<file path="src/isu_pkg.sv">
// Constants and carrier types for the in-system flash update controller.
// Assumes a single 10 MHz clock domain shared with the register bus.
package isu_pkg;

    // Register indices; the byte address is four times the index
    localparam logic [7:0] IDX_CHIP_CONTROL = 8'h9f;
    localparam logic [7:0] IDX_TRIGGER      = 8'ha4;
    localparam logic [7:0] IDX_DATA         = 8'ha5;
    localparam logic [7:0] IDX_ADDR_LOW     = 8'ha6;
    localparam logic [7:0] IDX_ADDR_HIGH    = 8'ha7;
    localparam logic [7:0] IDX_OP_CONTROL   = 8'haf;
    localparam logic [7:0] IDX_ACCESS_KEY   = 8'hc7;

    localparam logic [7:0] RST_OP_CONTROL   = 8'h30;
    localparam logic [7:0] RST_ZERO         = 8'h00;
    localparam logic [7:0] OP_STANDBY       = 8'h30;

    localparam logic [7:0] KEY_FIRST        = 8'haa;
    localparam logic [7:0] KEY_SECOND       = 8'h55;

    // Field positions
    localparam int ENABLE_BIT  = 0;
    localparam int GO_BIT      = 0;
    localparam int BUSY_BIT    = 0;
    localparam int OE_BIT      = 5;
    localparam int CE_BIT      = 4;
    localparam int ADDR_HI_MSB = 7;
    localparam int ADDR_HI_LSB = 6;
    localparam int ACTION_MSB  = 3;

    // Action codes whose result is returned through the data register
    localparam logic [3:0] ACT_READ_BYTE = 4'h0;
    localparam logic [3:0] ACT_READ_MAKER = 4'hb;

    localparam real RC_OSC_MHZ = 22.1184;

    typedef struct packed {
        logic [17:0] flash_target_address;
        logic        flash_output_enable_bit;
        logic        flash_chip_enable_bit;
        logic [3:0]  flash_action_code;
        logic [7:0]  write_byte;
    } isu_flash_cmd_type;

    typedef enum {KEY_IDLE, KEY_HALF, KEY_OPEN} isu_key_state_type;
    typedef enum {FL_IDLE, FL_RUN} isu_flash_state_type;

endpackage

</file>
<file path="src/isu_update_control.sv">
// In-system flash update controller: registers, access key and flash sequencing.
// Assumes an Avalon-MM master on mclk and flash arrays answering on mclk.
//
// Function
// - Setting the update enable starts the internal 22.1184 MHz RC oscillator.
// - Bit 0 of the chip control register turns the update function on or off.
// - The operation control register holds address 17:16, output and chip enable, action.
// - The address high register gives flash address bits 15:8.
// - The address low register gives flash address bits 7:0.
// - Operation control value 0x30 is standby, so a trigger changes no flash.
// - Chip control and trigger writes need keys 0xaa then 0x55 just before them.
// - Writing one to trigger bit 0 starts the operation currently selected.
// - Action 0x0b reads the maker code into the data register.
// - Update operations keep working while the code lock is active.
// - Code in either flash region can read its own region through this block.
//
// The Avalon-MM interface to the registers was decided locally.
`timescale 1ns/100ps
`default_nettype none
module isu_update_control (
    input  wire logic                       mclk,            // 10 MHz clock
    input  wire logic                       reset_n,         // Async reset, active low
    input  wire logic [7:0]                 avs_address,     // Register index
    input  wire logic                       avs_read,        // Read request
    input  wire logic                       avs_write,       // Write request
    input  wire logic [31:0]                avs_writedata,   // Write data
    output logic [31:0]                     avs_readdata,    // Read data
    output logic                            avs_waitrequest, // Low for one accept cycle
    output isu_pkg::isu_flash_cmd_type      flash_cmd,       // Held command to the arrays
    output logic                            flash_req,       // Operation in progress
    input  wire logic                       flash_done,      // Completion pulse
    input  wire logic [7:0]                 flash_rdata,     // Byte valid with flash_done
    output logic                            rc_osc_enable    // Runs the timing oscillator
);
    import isu_pkg::*;

    logic                rst_meta;
    logic                rst_n;
    logic                wr_accept;
    logic                rd_start;
    logic                key_open;
    logic                start_op;
    logic [7:0]          wbyte;
    logic [7:0]          op_control;
    logic [7:0]          addr_high;
    logic [7:0]          addr_low;
    logic [7:0]          data_reg;
    logic                update_enable;
    logic [7:0]          next_rdata;
    isu_key_state_type   key_state;
    isu_flash_state_type fl_state;

    function automatic logic is_read_action(input logic [3:0] code);
        is_read_action = (code == ACT_READ_BYTE) || (code == ACT_READ_MAKER);
    endfunction

    always_ff @(posedge mclk or negedge reset_n) begin
        if (!reset_n) begin
            rst_meta <= 1'b0;
            rst_n    <= 1'b0;
        end else begin
            rst_meta <= 1'b1;
            rst_n    <= rst_meta;
        end
    end

    assign wbyte     = avs_writedata[7:0];
    assign wr_accept = avs_write && !avs_waitrequest;
    assign rd_start  = (avs_read || avs_write) && avs_waitrequest;
    assign key_open  = (key_state == KEY_OPEN);
    // No lock or region check gates a start: locked or boot-region code may still update
    assign start_op  = wr_accept && (avs_address == IDX_TRIGGER) && key_open
                       && wbyte[GO_BIT] && update_enable && (fl_state == FL_IDLE);

    // Every access is answered on the second edge: one wait cycle, then accept
    always_ff @(posedge mclk or negedge rst_n) begin
        if (!rst_n) begin
            avs_waitrequest <= 1'b1;
        end else if (rd_start) begin
            avs_waitrequest <= 1'b0;
        end else begin
            avs_waitrequest <= 1'b1;
        end
    end

    always_comb begin
        next_rdata = RST_ZERO;
        if (avs_address == IDX_CHIP_CONTROL) begin
            next_rdata[ENABLE_BIT] = update_enable;
        end else if (avs_address == IDX_TRIGGER) begin
            next_rdata[BUSY_BIT] = (fl_state == FL_RUN);
        end else if (avs_address == IDX_DATA) begin
            next_rdata = data_reg;
        end else if (avs_address == IDX_ADDR_LOW) begin
            next_rdata = addr_low;
        end else if (avs_address == IDX_ADDR_HIGH) begin
            next_rdata = addr_high;
        end else if (avs_address == IDX_OP_CONTROL) begin
            next_rdata = op_control;
        end else begin
            next_rdata = RST_ZERO;
        end
    end

    // Unmapped indices read as zero; bits above the byte read as zero
    always_ff @(posedge mclk or negedge rst_n) begin
        if (!rst_n) begin
            avs_readdata <= 32'h0000_0000;
        end else if (rd_start && avs_read) begin
            avs_readdata <= {24'h00_0000, next_rdata};
        end
    end

    // Any write other than the expected key byte closes the window, so the
    // protected write has to be the very next write after the two keys
    always_ff @(posedge mclk or negedge rst_n) begin
        if (!rst_n) begin
            key_state <= KEY_IDLE;
        end else if (wr_accept) begin
            if (avs_address != IDX_ACCESS_KEY) begin
                key_state <= KEY_IDLE;
            end else if (wbyte == KEY_FIRST) begin
                key_state <= KEY_HALF;
            end else if (key_state == KEY_HALF && wbyte == KEY_SECOND) begin
                key_state <= KEY_OPEN;
            end else begin
                key_state <= KEY_IDLE;
            end
        end
    end

    always_ff @(posedge mclk or negedge rst_n) begin
        if (!rst_n) begin
            update_enable <= 1'b0;
        end else if (wr_accept && avs_address == IDX_CHIP_CONTROL && key_open) begin
            update_enable <= wbyte[ENABLE_BIT];
        end
    end

    always_ff @(posedge mclk or negedge rst_n) begin
        if (!rst_n) begin
            rc_osc_enable <= 1'b0;
        end else begin
            rc_osc_enable <= update_enable;
        end
    end

    always_ff @(posedge mclk or negedge rst_n) begin
        if (!rst_n) begin
            op_control <= RST_OP_CONTROL;
            addr_high  <= RST_ZERO;
            addr_low   <= RST_ZERO;
        end else if (wr_accept) begin
            if (avs_address == IDX_OP_CONTROL) begin
                op_control <= wbyte;
            end else if (avs_address == IDX_ADDR_HIGH) begin
                addr_high <= wbyte;
            end else if (avs_address == IDX_ADDR_LOW) begin
                addr_low <= wbyte;
            end
        end
    end

    // Data register: software loads program bytes, reads land here on completion
    always_ff @(posedge mclk or negedge rst_n) begin
        if (!rst_n) begin
            data_reg <= RST_ZERO;
        end else if (fl_state == FL_RUN && flash_done
                     && is_read_action(flash_cmd.flash_action_code)) begin
            data_reg <= flash_rdata;
        end else if (wr_accept && avs_address == IDX_DATA) begin
            data_reg <= wbyte;
        end
    end

    // The command is frozen at start so register writes during a run are harmless
    always_ff @(posedge mclk or negedge rst_n) begin
        if (!rst_n) begin
            fl_state  <= FL_IDLE;
            flash_req <= 1'b0;
            flash_cmd <= '0;
        end else begin
            case (fl_state)
                FL_IDLE: begin
                    if (start_op && op_control != OP_STANDBY) begin
                        fl_state  <= FL_RUN;
                        flash_req <= 1'b1;
                        flash_cmd.flash_target_address <=
                            {op_control[ADDR_HI_MSB:ADDR_HI_LSB], addr_high, addr_low};
                        flash_cmd.flash_output_enable_bit <= op_control[OE_BIT];
                        flash_cmd.flash_chip_enable_bit   <= op_control[CE_BIT];
                        flash_cmd.flash_action_code       <= op_control[ACTION_MSB:0];
                        flash_cmd.write_byte              <= data_reg;
                    end
                end
                FL_RUN: begin
                    if (flash_done) begin
                        fl_state  <= FL_IDLE;
                        flash_req <= 1'b0;
                    end
                end
                default: begin
                    fl_state  <= FL_IDLE;
                    flash_req <= 1'b0;
                end
            endcase
        end
    end
endmodule
`default_nettype wire

</file>
<file path="config.mk">
export PLATFORM = sky130hd
export DESIGN_NAME = isu_update_control
export DESIGN_NICKNAME = d
export VERILOG_FILES = /design/src/isu_pkg.sv /design/src/isu_update_control.sv
export SDC_FILE = /design/constraint.sdc
export NUM_CORES = 1
export LEC_CHECK = 0
export ABC_CLOCK_PERIOD_IN_PS = 4200
export BUFFER_PORTS_ARGS = -buffer_cell sky130_fd_sc_hd__buf_2
export CORE_UTILIZATION = 30
export DETAILED_ROUTE_END_ITERATION = 8
export PLACE_DENSITY = 0.52
export RECOVER_POWER = 100
export SETUP_SLACK_MARGIN = 0.1
export SLEW_MARGIN = 10
export SYNTH_ARGS = -nofsm -noshare
export SYNTH_HDL_FRONTEND = slang
export SYNTH_SLANG_ARGS = --single-unit
</file>
<file path="constraint.sdc">
create_clock -name mclk -period 4.2 [get_ports mclk]
set_input_delay 1.05 -clock mclk [delete_from_list [all_inputs] [get_ports mclk]]
set_output_delay 1.05 -clock mclk [all_outputs]
set_load 0.1 [all_outputs]
</file>
==> results of run 1 <==
==> cells in the mapped netlist, types with 4 or more instances <==
cell type	number
nand2_1	15
o31ai_1	8
mux2_1	27
nand3_1	4
dfrtp_1	77
nand2b_1	6
a22oi_1	6
buf_6	4
mux2_2	9
buf_4	24
nor2_1	12
mux2_4	37
a22o_1	7
==> worst paths after layout <==
check                           cells after the start                      from  slack (ps)                  endpoint
worst max register to register                      4  flash_cmd[8]$_DFFE_PN0P_        1710   data_reg[4]$_DFFE_PN0P_
worst min register to register                      0        rst_meta$_DFF_PN0_         350           rst_n$_DFF_PN0_
max in group asynchronous                           0           rst_n$_DFF_PN0_        3060  addr_high[2]$_DFFE_PN0P_
worst max-delay path                                5            avs_address[6]        1050   data_reg[4]$_DFFE_PN0P_
min in group asynchronous                           1                   reset_n         490           rst_n$_DFF_PN0_
worst min-delay path                                0        rst_meta$_DFF_PN0_         350           rst_n$_DFF_PN0_
==> cell type report <==
class	instances	area, um^2	share of cell area (%)
clock buffers	12	236.5	5.402
clock inverters	4	22.52	0.5144
inverters	1	3.754	0.08574
multi-input cells	198	1594	36.41
flip-flops and latches	80	2009	45.90
well taps	172	215.2	4.916
repair buffers	71	296.5	6.773
==> metrics by stage <==
stage | utilization [%] | instances | hold slack (ps) | instance area [um^2] | worst slack [ps]
detailed placement | 34.22 | 522 | 342.6 | 4335 | 978.2
global route | 34.55 | 538 | 367.5 | 4378 | 895.1
CTS | 36.26 | 538 | 356.5 | 4594 | 1324
finish | 34.55 | 538 | 354.0 | 4378 | 1050
floorplan | - | 314 | 331.2 | 4015 | 1688
global placement | 34.22 | 522 | 338.6 | 4335 | 1011
==> logic make-up (layout without fill, tap and decap cells) <==
group / Yosys count / in the layout / synth area share [%]
DFF: 80 / 80 / 51.05
other: 2 / 25 / 0.1912
and+or+nand+nor: 64 / 64 / 10.06
AOI/OAI and AO/OA: 36 / 36 / 7.643
buffers and inverters: 36 / 88 / 6.592
muxes: 73 / 73 / 24.46
==> per-layer routing <==
metal  part of all wire, %  routed length (um)
met1                    46                4110
met2                    48                4235
met3                   4.9                 436
met4                  0.54                  48
met5                 0.091                   8
==> report_power, final <==
group,total (uW),switching (uW),internal [uW]
sequential,821,30.7,790
combinational,191,155,35.9
clock,695,297,398
total,1710,483,1220
==> cell usage in the layout (no fill, tap or decap), types with 5 or more instances in the layout <==
cell       Yosys  layout
nor2_1        12      12
o31ai_1        8       8
clkbuf_1       2      50
conb_1         2      25
buf_2          3      24
nand2_1       15      15
a22o_1         7       7
mux2_1        27      56
clkbuf_16      0       9
dfrtp_1       77      76
a22oi_1        6       6
mux2_4        37       5
nand3_1        4       5
nand2b_1       6       6
mux2_2         9      12
==> run metrics, run 1 <==
overall power 1707 uW; clock-pin transition on the worst setup and hold timing paths 60 ps; Worst Setup End Kind register; power per cell area 389.8 nW/um^2; number of port buffers 71; CTS Buf Count 9; Main synth FF type dfrtp_1; Reg with most FFs flash_cmd; outcome complete, no violations; Post-synth EDFFs 0; initial drt markers 63; die width 116.4 um; CP max stage cell o21bai_1; grt met2 use 22.13%; antenna viol nets, final 0; Total Wirelength 8839 um; setup TNS 0 ps; min Tclk post-route 3150 ps; Final Cycle Share 75.01%; Slew HR 21.03%; Final #Nets 414; critical path class in2reg; vias 2460; routability cong. 0.8284; CORE AREA 12670 um^2; max FFs per register 32; Worst Path Required 4410 ps; asr flop ratio synth 100.0%; number of iterations in the first detailed-routing pass 5; Post-Synthesis Cell Area 3929 um^2; dominant cell type by area after synthesis dfrtp_1; Pleak 0.002114 uW; die area 13560 um^2; final-report hold violation count 0; endpoints failing setup 0; max-slew violations 0; vias in the first global route 2505; Critical Path, Cell by Cell clkbuf_1 -> and4bb_1 -> nand4b_1 -> o21bai_1 -> mux2_2; Max Root-Sink Buffers 2; total grt overflow 0; vias per cell 4.572; Startpoint Class input pin; Syn Inst Count 291; TritonCTS clock tree built; maxcap violations 0; largest net degree at the start of global routing 79; Top delay family on crit path compound AO/OA/AOI/OAI gates; flop and latch count out of synthesis 80; CP max FO 9; Syn Area/Cell 13.50 um^2; FILL cells 1315; Area contributors post-synth dfrtp_1, mux2_4, mux2_1; Top Usage Layer GRT met2; Ports 120; RSZ-0062 raised after global routing no; buffers and inverters on the worst path 1; clock sink total 80; Arrival @ worst endpoint 3360 ps; clk_skew 7.232 ps; hold crit path type reg2reg; CTS Hold Buffers Added 0; htree depth 3; M3 GR Usage 3.425%; Worst VDD drop 0.1739 mV; initial antenna violation count 1; site row count 41; Synth-to-Final Area Change 11.43%; first-pass GRT wire length 14060 um; layout cells sized above 1 17.21%; diodes inserted 0; top-area cell type share of the netlist area 49.04%; root buf cell clkbuf_16; Initial Util 31.01%; Worst path max stage delay 960 ps; post-DR wirelength/cell 16.43 um; Overall Global Routing Usage 14.18%; Worst Tran Pin Value 1190 ps; M1 GR Usage 18.91%; post-cts gate resize count 0; Skew-Pair Late Insertion Delay 330 ps; Seq/Total Area, Yosys 51.05%; die height 116.4 um; Max Clk Rate 0.3174 GHz; # Post-CTS Setup Buffers 0; dpl hpwl 6398 um; synth warn 0; Synth cell types 49; detailed-route DRC error count 0
Power figures use the tool's default switching activity.
==> run 2: changes to the inputs <==
--- a/config.mk
+++ b/config.mk
@@ -5,7 +5,8 @@
 export SDC_FILE = /design/constraint.sdc
 export NUM_CORES = 1
 export LEC_CHECK = 0
-export ABC_CLOCK_PERIOD_IN_PS = 4200
+export ABC_AREA = 1
+export ABC_CLOCK_PERIOD_IN_PS = 2900
 export BUFFER_PORTS_ARGS = -buffer_cell sky130_fd_sc_hd__buf_2
 export CORE_UTILIZATION = 30
 export DETAILED_ROUTE_END_ITERATION = 8
==> constraint.sdc (replaced) <==
create_clock -name mclk -period 2.9 [get_ports mclk]
set_input_delay 0.725 -clock mclk [delete_from_list [all_inputs] [get_ports mclk]]
set_output_delay 0.725 -clock mclk [all_outputs]
set_load 0.1 [all_outputs]
==> run 2 against run 1 <==
Against the previous run:
- first-iteration DRC count rose by 120%
- the flow now finishes with violations (max-capacitance violations, max-slew violations)
- clock power rose by 67%
- register-to-register slack got worse by 750 ps
==> run metrics, run 2 <==
outcome complete, but fails checks; failing checks max-capacitance violations, max-slew violations; vias 3304; mux contribution to synthesized area 0%; clk_skew 7.705 ps; Top delay family on crit path buffers and inverters; total grt overflow 0; vias per cell 4.483; Worst Tran Pin Value 1732 ps; most frequent cells in the layout nand2_1, dfrtp_1, inv_1; Worst Path Required 2170 ps; Post-Synth XOR/XNOR Area 0%; Post-synth EDFFs 0; Max Root-Sink Buffers 2; CTS Buf Count 9; flop and latch count out of synthesis 80; Worst path max stage delay 880 ps; setup TNS 0 ps; Synth Area in Compound Gates 8.899%; Area contributors post-synth dfrtp_1, nand2_1, nand4_1; Main synth FF type dfrtp_1; Max Clk Rate 0.4164 GHz; Final Util 34.94%; adder-cell share of the synthesized area 0%; top-area cell type share of the netlist area 47.75%; Reg with most FFs flash_cmd; power per cell area 571.9 nW/um^2; final-report hold violation count 0; Overall Global Routing Usage 16.45%; htree depth 3; Post-Synthesis Cell Area 4035 um^2; most common cell in the netlist nand2_1; vias in the first global route 3199; Synth cell types 29; hold crit path type in2async; number of iterations in the first detailed-routing pass 4; Startpoint Class register; dpl hpwl 7830 um; die height 118.0 um; post-DR wirelength/cell 14.61 um; Syn Area/Cell 8.235 um^2; diodes inserted 0; Final Cycle Share 82.81%; maxcap violations 1; max FFs per register 32; clock-pin transition on the worst setup and hold timing paths 60 ps; Worst Setup End Kind output pin; Total Wirelength 10770 um; initial drt markers 137; Synth-to-Final Area Change 14.20%; antenna viol nets, final 0; Final #Nets 609; max-slew violations 79; Pleak 0.002412 uW; dominant cell type by area after synthesis dfrtp_1; site row count 42; CORE AREA 13190 um^2; asr flop ratio synth 100.0%; buffers and inverters on the worst path 1; Hold Slack 152.5 ps; # Post-CTS Setup Buffers 0; Skew-Pair Late Insertion Delay 340 ps; Slew HR -15.47%; area share of and/or/nand/nor cells after synthesis 28.93%; initial antenna violation count 0; min Tclk post-route 2402 ps; Syn Inst Count 490; CP max FO 4; die area 13920 um^2; main combinational cell family by area after synthesis simple AND/OR/NAND/NOR gates; Worst VDD drop 0.2153 mV; layout cells sized above 1 12.12%; RSZ-0062 raised after global routing no; critical path class reg2out; routability cong. 0.8793; most common cell after layout, fill and taps aside nand2_1; Seq/Total Area, Yosys 49.71%; CTS Hold Buffers Added 0; commonest cells in the netlist nand2_1, dfrtp_1, inv_1; root buf cell clkbuf_16; Ports 120; first-pass GRT wire length 17240 um; placed cell areas 4431 um^2; largest net degree at the start of global routing 79; number of port buffers 71; die width 118.0 um; endpoints failing setup 0; Arrival @ worst endpoint 1680 ps; synth warn 0; Final Instance Area 4608 um^2; post-cts gate resize count 0; Critical Path, Cell by Cell clkbuf_1; TritonCTS clock tree built; clock sink total 80; detailed-route DRC error count 0; Initial Util 30.59%; CP max stage cell clkbuf_1
-- run 2: path summary, 6_finish.rpt --
path	from	end	slack, ps	cells after the start
max	flash_req$_DFFE_PN0P_	flash_req	500	1
min	reset_n	rst_meta$_DFF_PN0_	150	1
max reg2reg	flash_req$_DFFE_PN0P_	data_reg[5]$_DFFE_PN0P_	960	5
min reg2reg	rst_meta$_DFF_PN0_	rst_n$_DFF_PN0_	350	0
max in group asynchronous	rst_n$_DFF_PN0_	op_control[1]$_DFFE_PN0P_	1120	0
min in group mclk	rst_meta$_DFF_PN0_	rst_n$_DFF_PN0_	350	0
-- run 2: cell families (layout without fill, tap and decap cells) --
| kind of cell | Yosys count | count (layout) |
|---|---|---|
| AOI/OAI and AO/OA | 62 | 62 |
| DFF | 80 | 80 |
| buffers and inverters | 95 | 143 |
| other | 2 | 25 |
| and+or+nand+nor | 251 | 251 |
-- run 2: report_power, final --
| part | internal, uW | switching [uW] | leakage, uW | total (uW) |
|---|---|---|---|---|
| clock | 710 | 454 | 0.000148 | 1160 |
| sequential | 1150 | 49.2 | 0.00103 | 1200 |
| combinational | 41.7 | 230 | 0.00123 | 272 |
| total | 1900 | 733 | 0.00241 | 2640 |
-- run 2: layout make-up --
| type | instances | area [um^2] |
|---|---|---|
| multi-input cells | 338 | 1546 |
| repair buffers | 75 | 331.6 |
| fillers | 1464 | 8582 |
| clock buffers | 11 | 252.7 |
| clock inverters | 5 | 55.05 |
| flip-flops and latches | 80 | 2007 |
| well taps | 176 | 220.2 |
| inverters | 52 | 195.2 |
-- run 2: routing by layer --
layer / part of all wire (%) / track usage [%]
met1: 45 / 21.46
met4: 1.2 / 4.808
met2: 49 / 26.65
met5: 0 / 0
met3: 4.8 / 4.360
-- run 2: worst reg2reg max path: stages, from the launching register on --
cell and delay (ps):
dfrtp_1 450, nand2_1 90, nor2_1 110, o211ai_2 300
o21ai_1 630, o21ai_0 200
-- run 2: metrics by stage --
stage	setup slack, ps	total power, uW	std cells
after floorplan	512.2	1460	513
after global placement	649.9	1502	721
after detailed placement	645.1	1505	721
after CTS	829.7	2683	737
after global routing	467.8	2736	737
final	498.5	2635	737
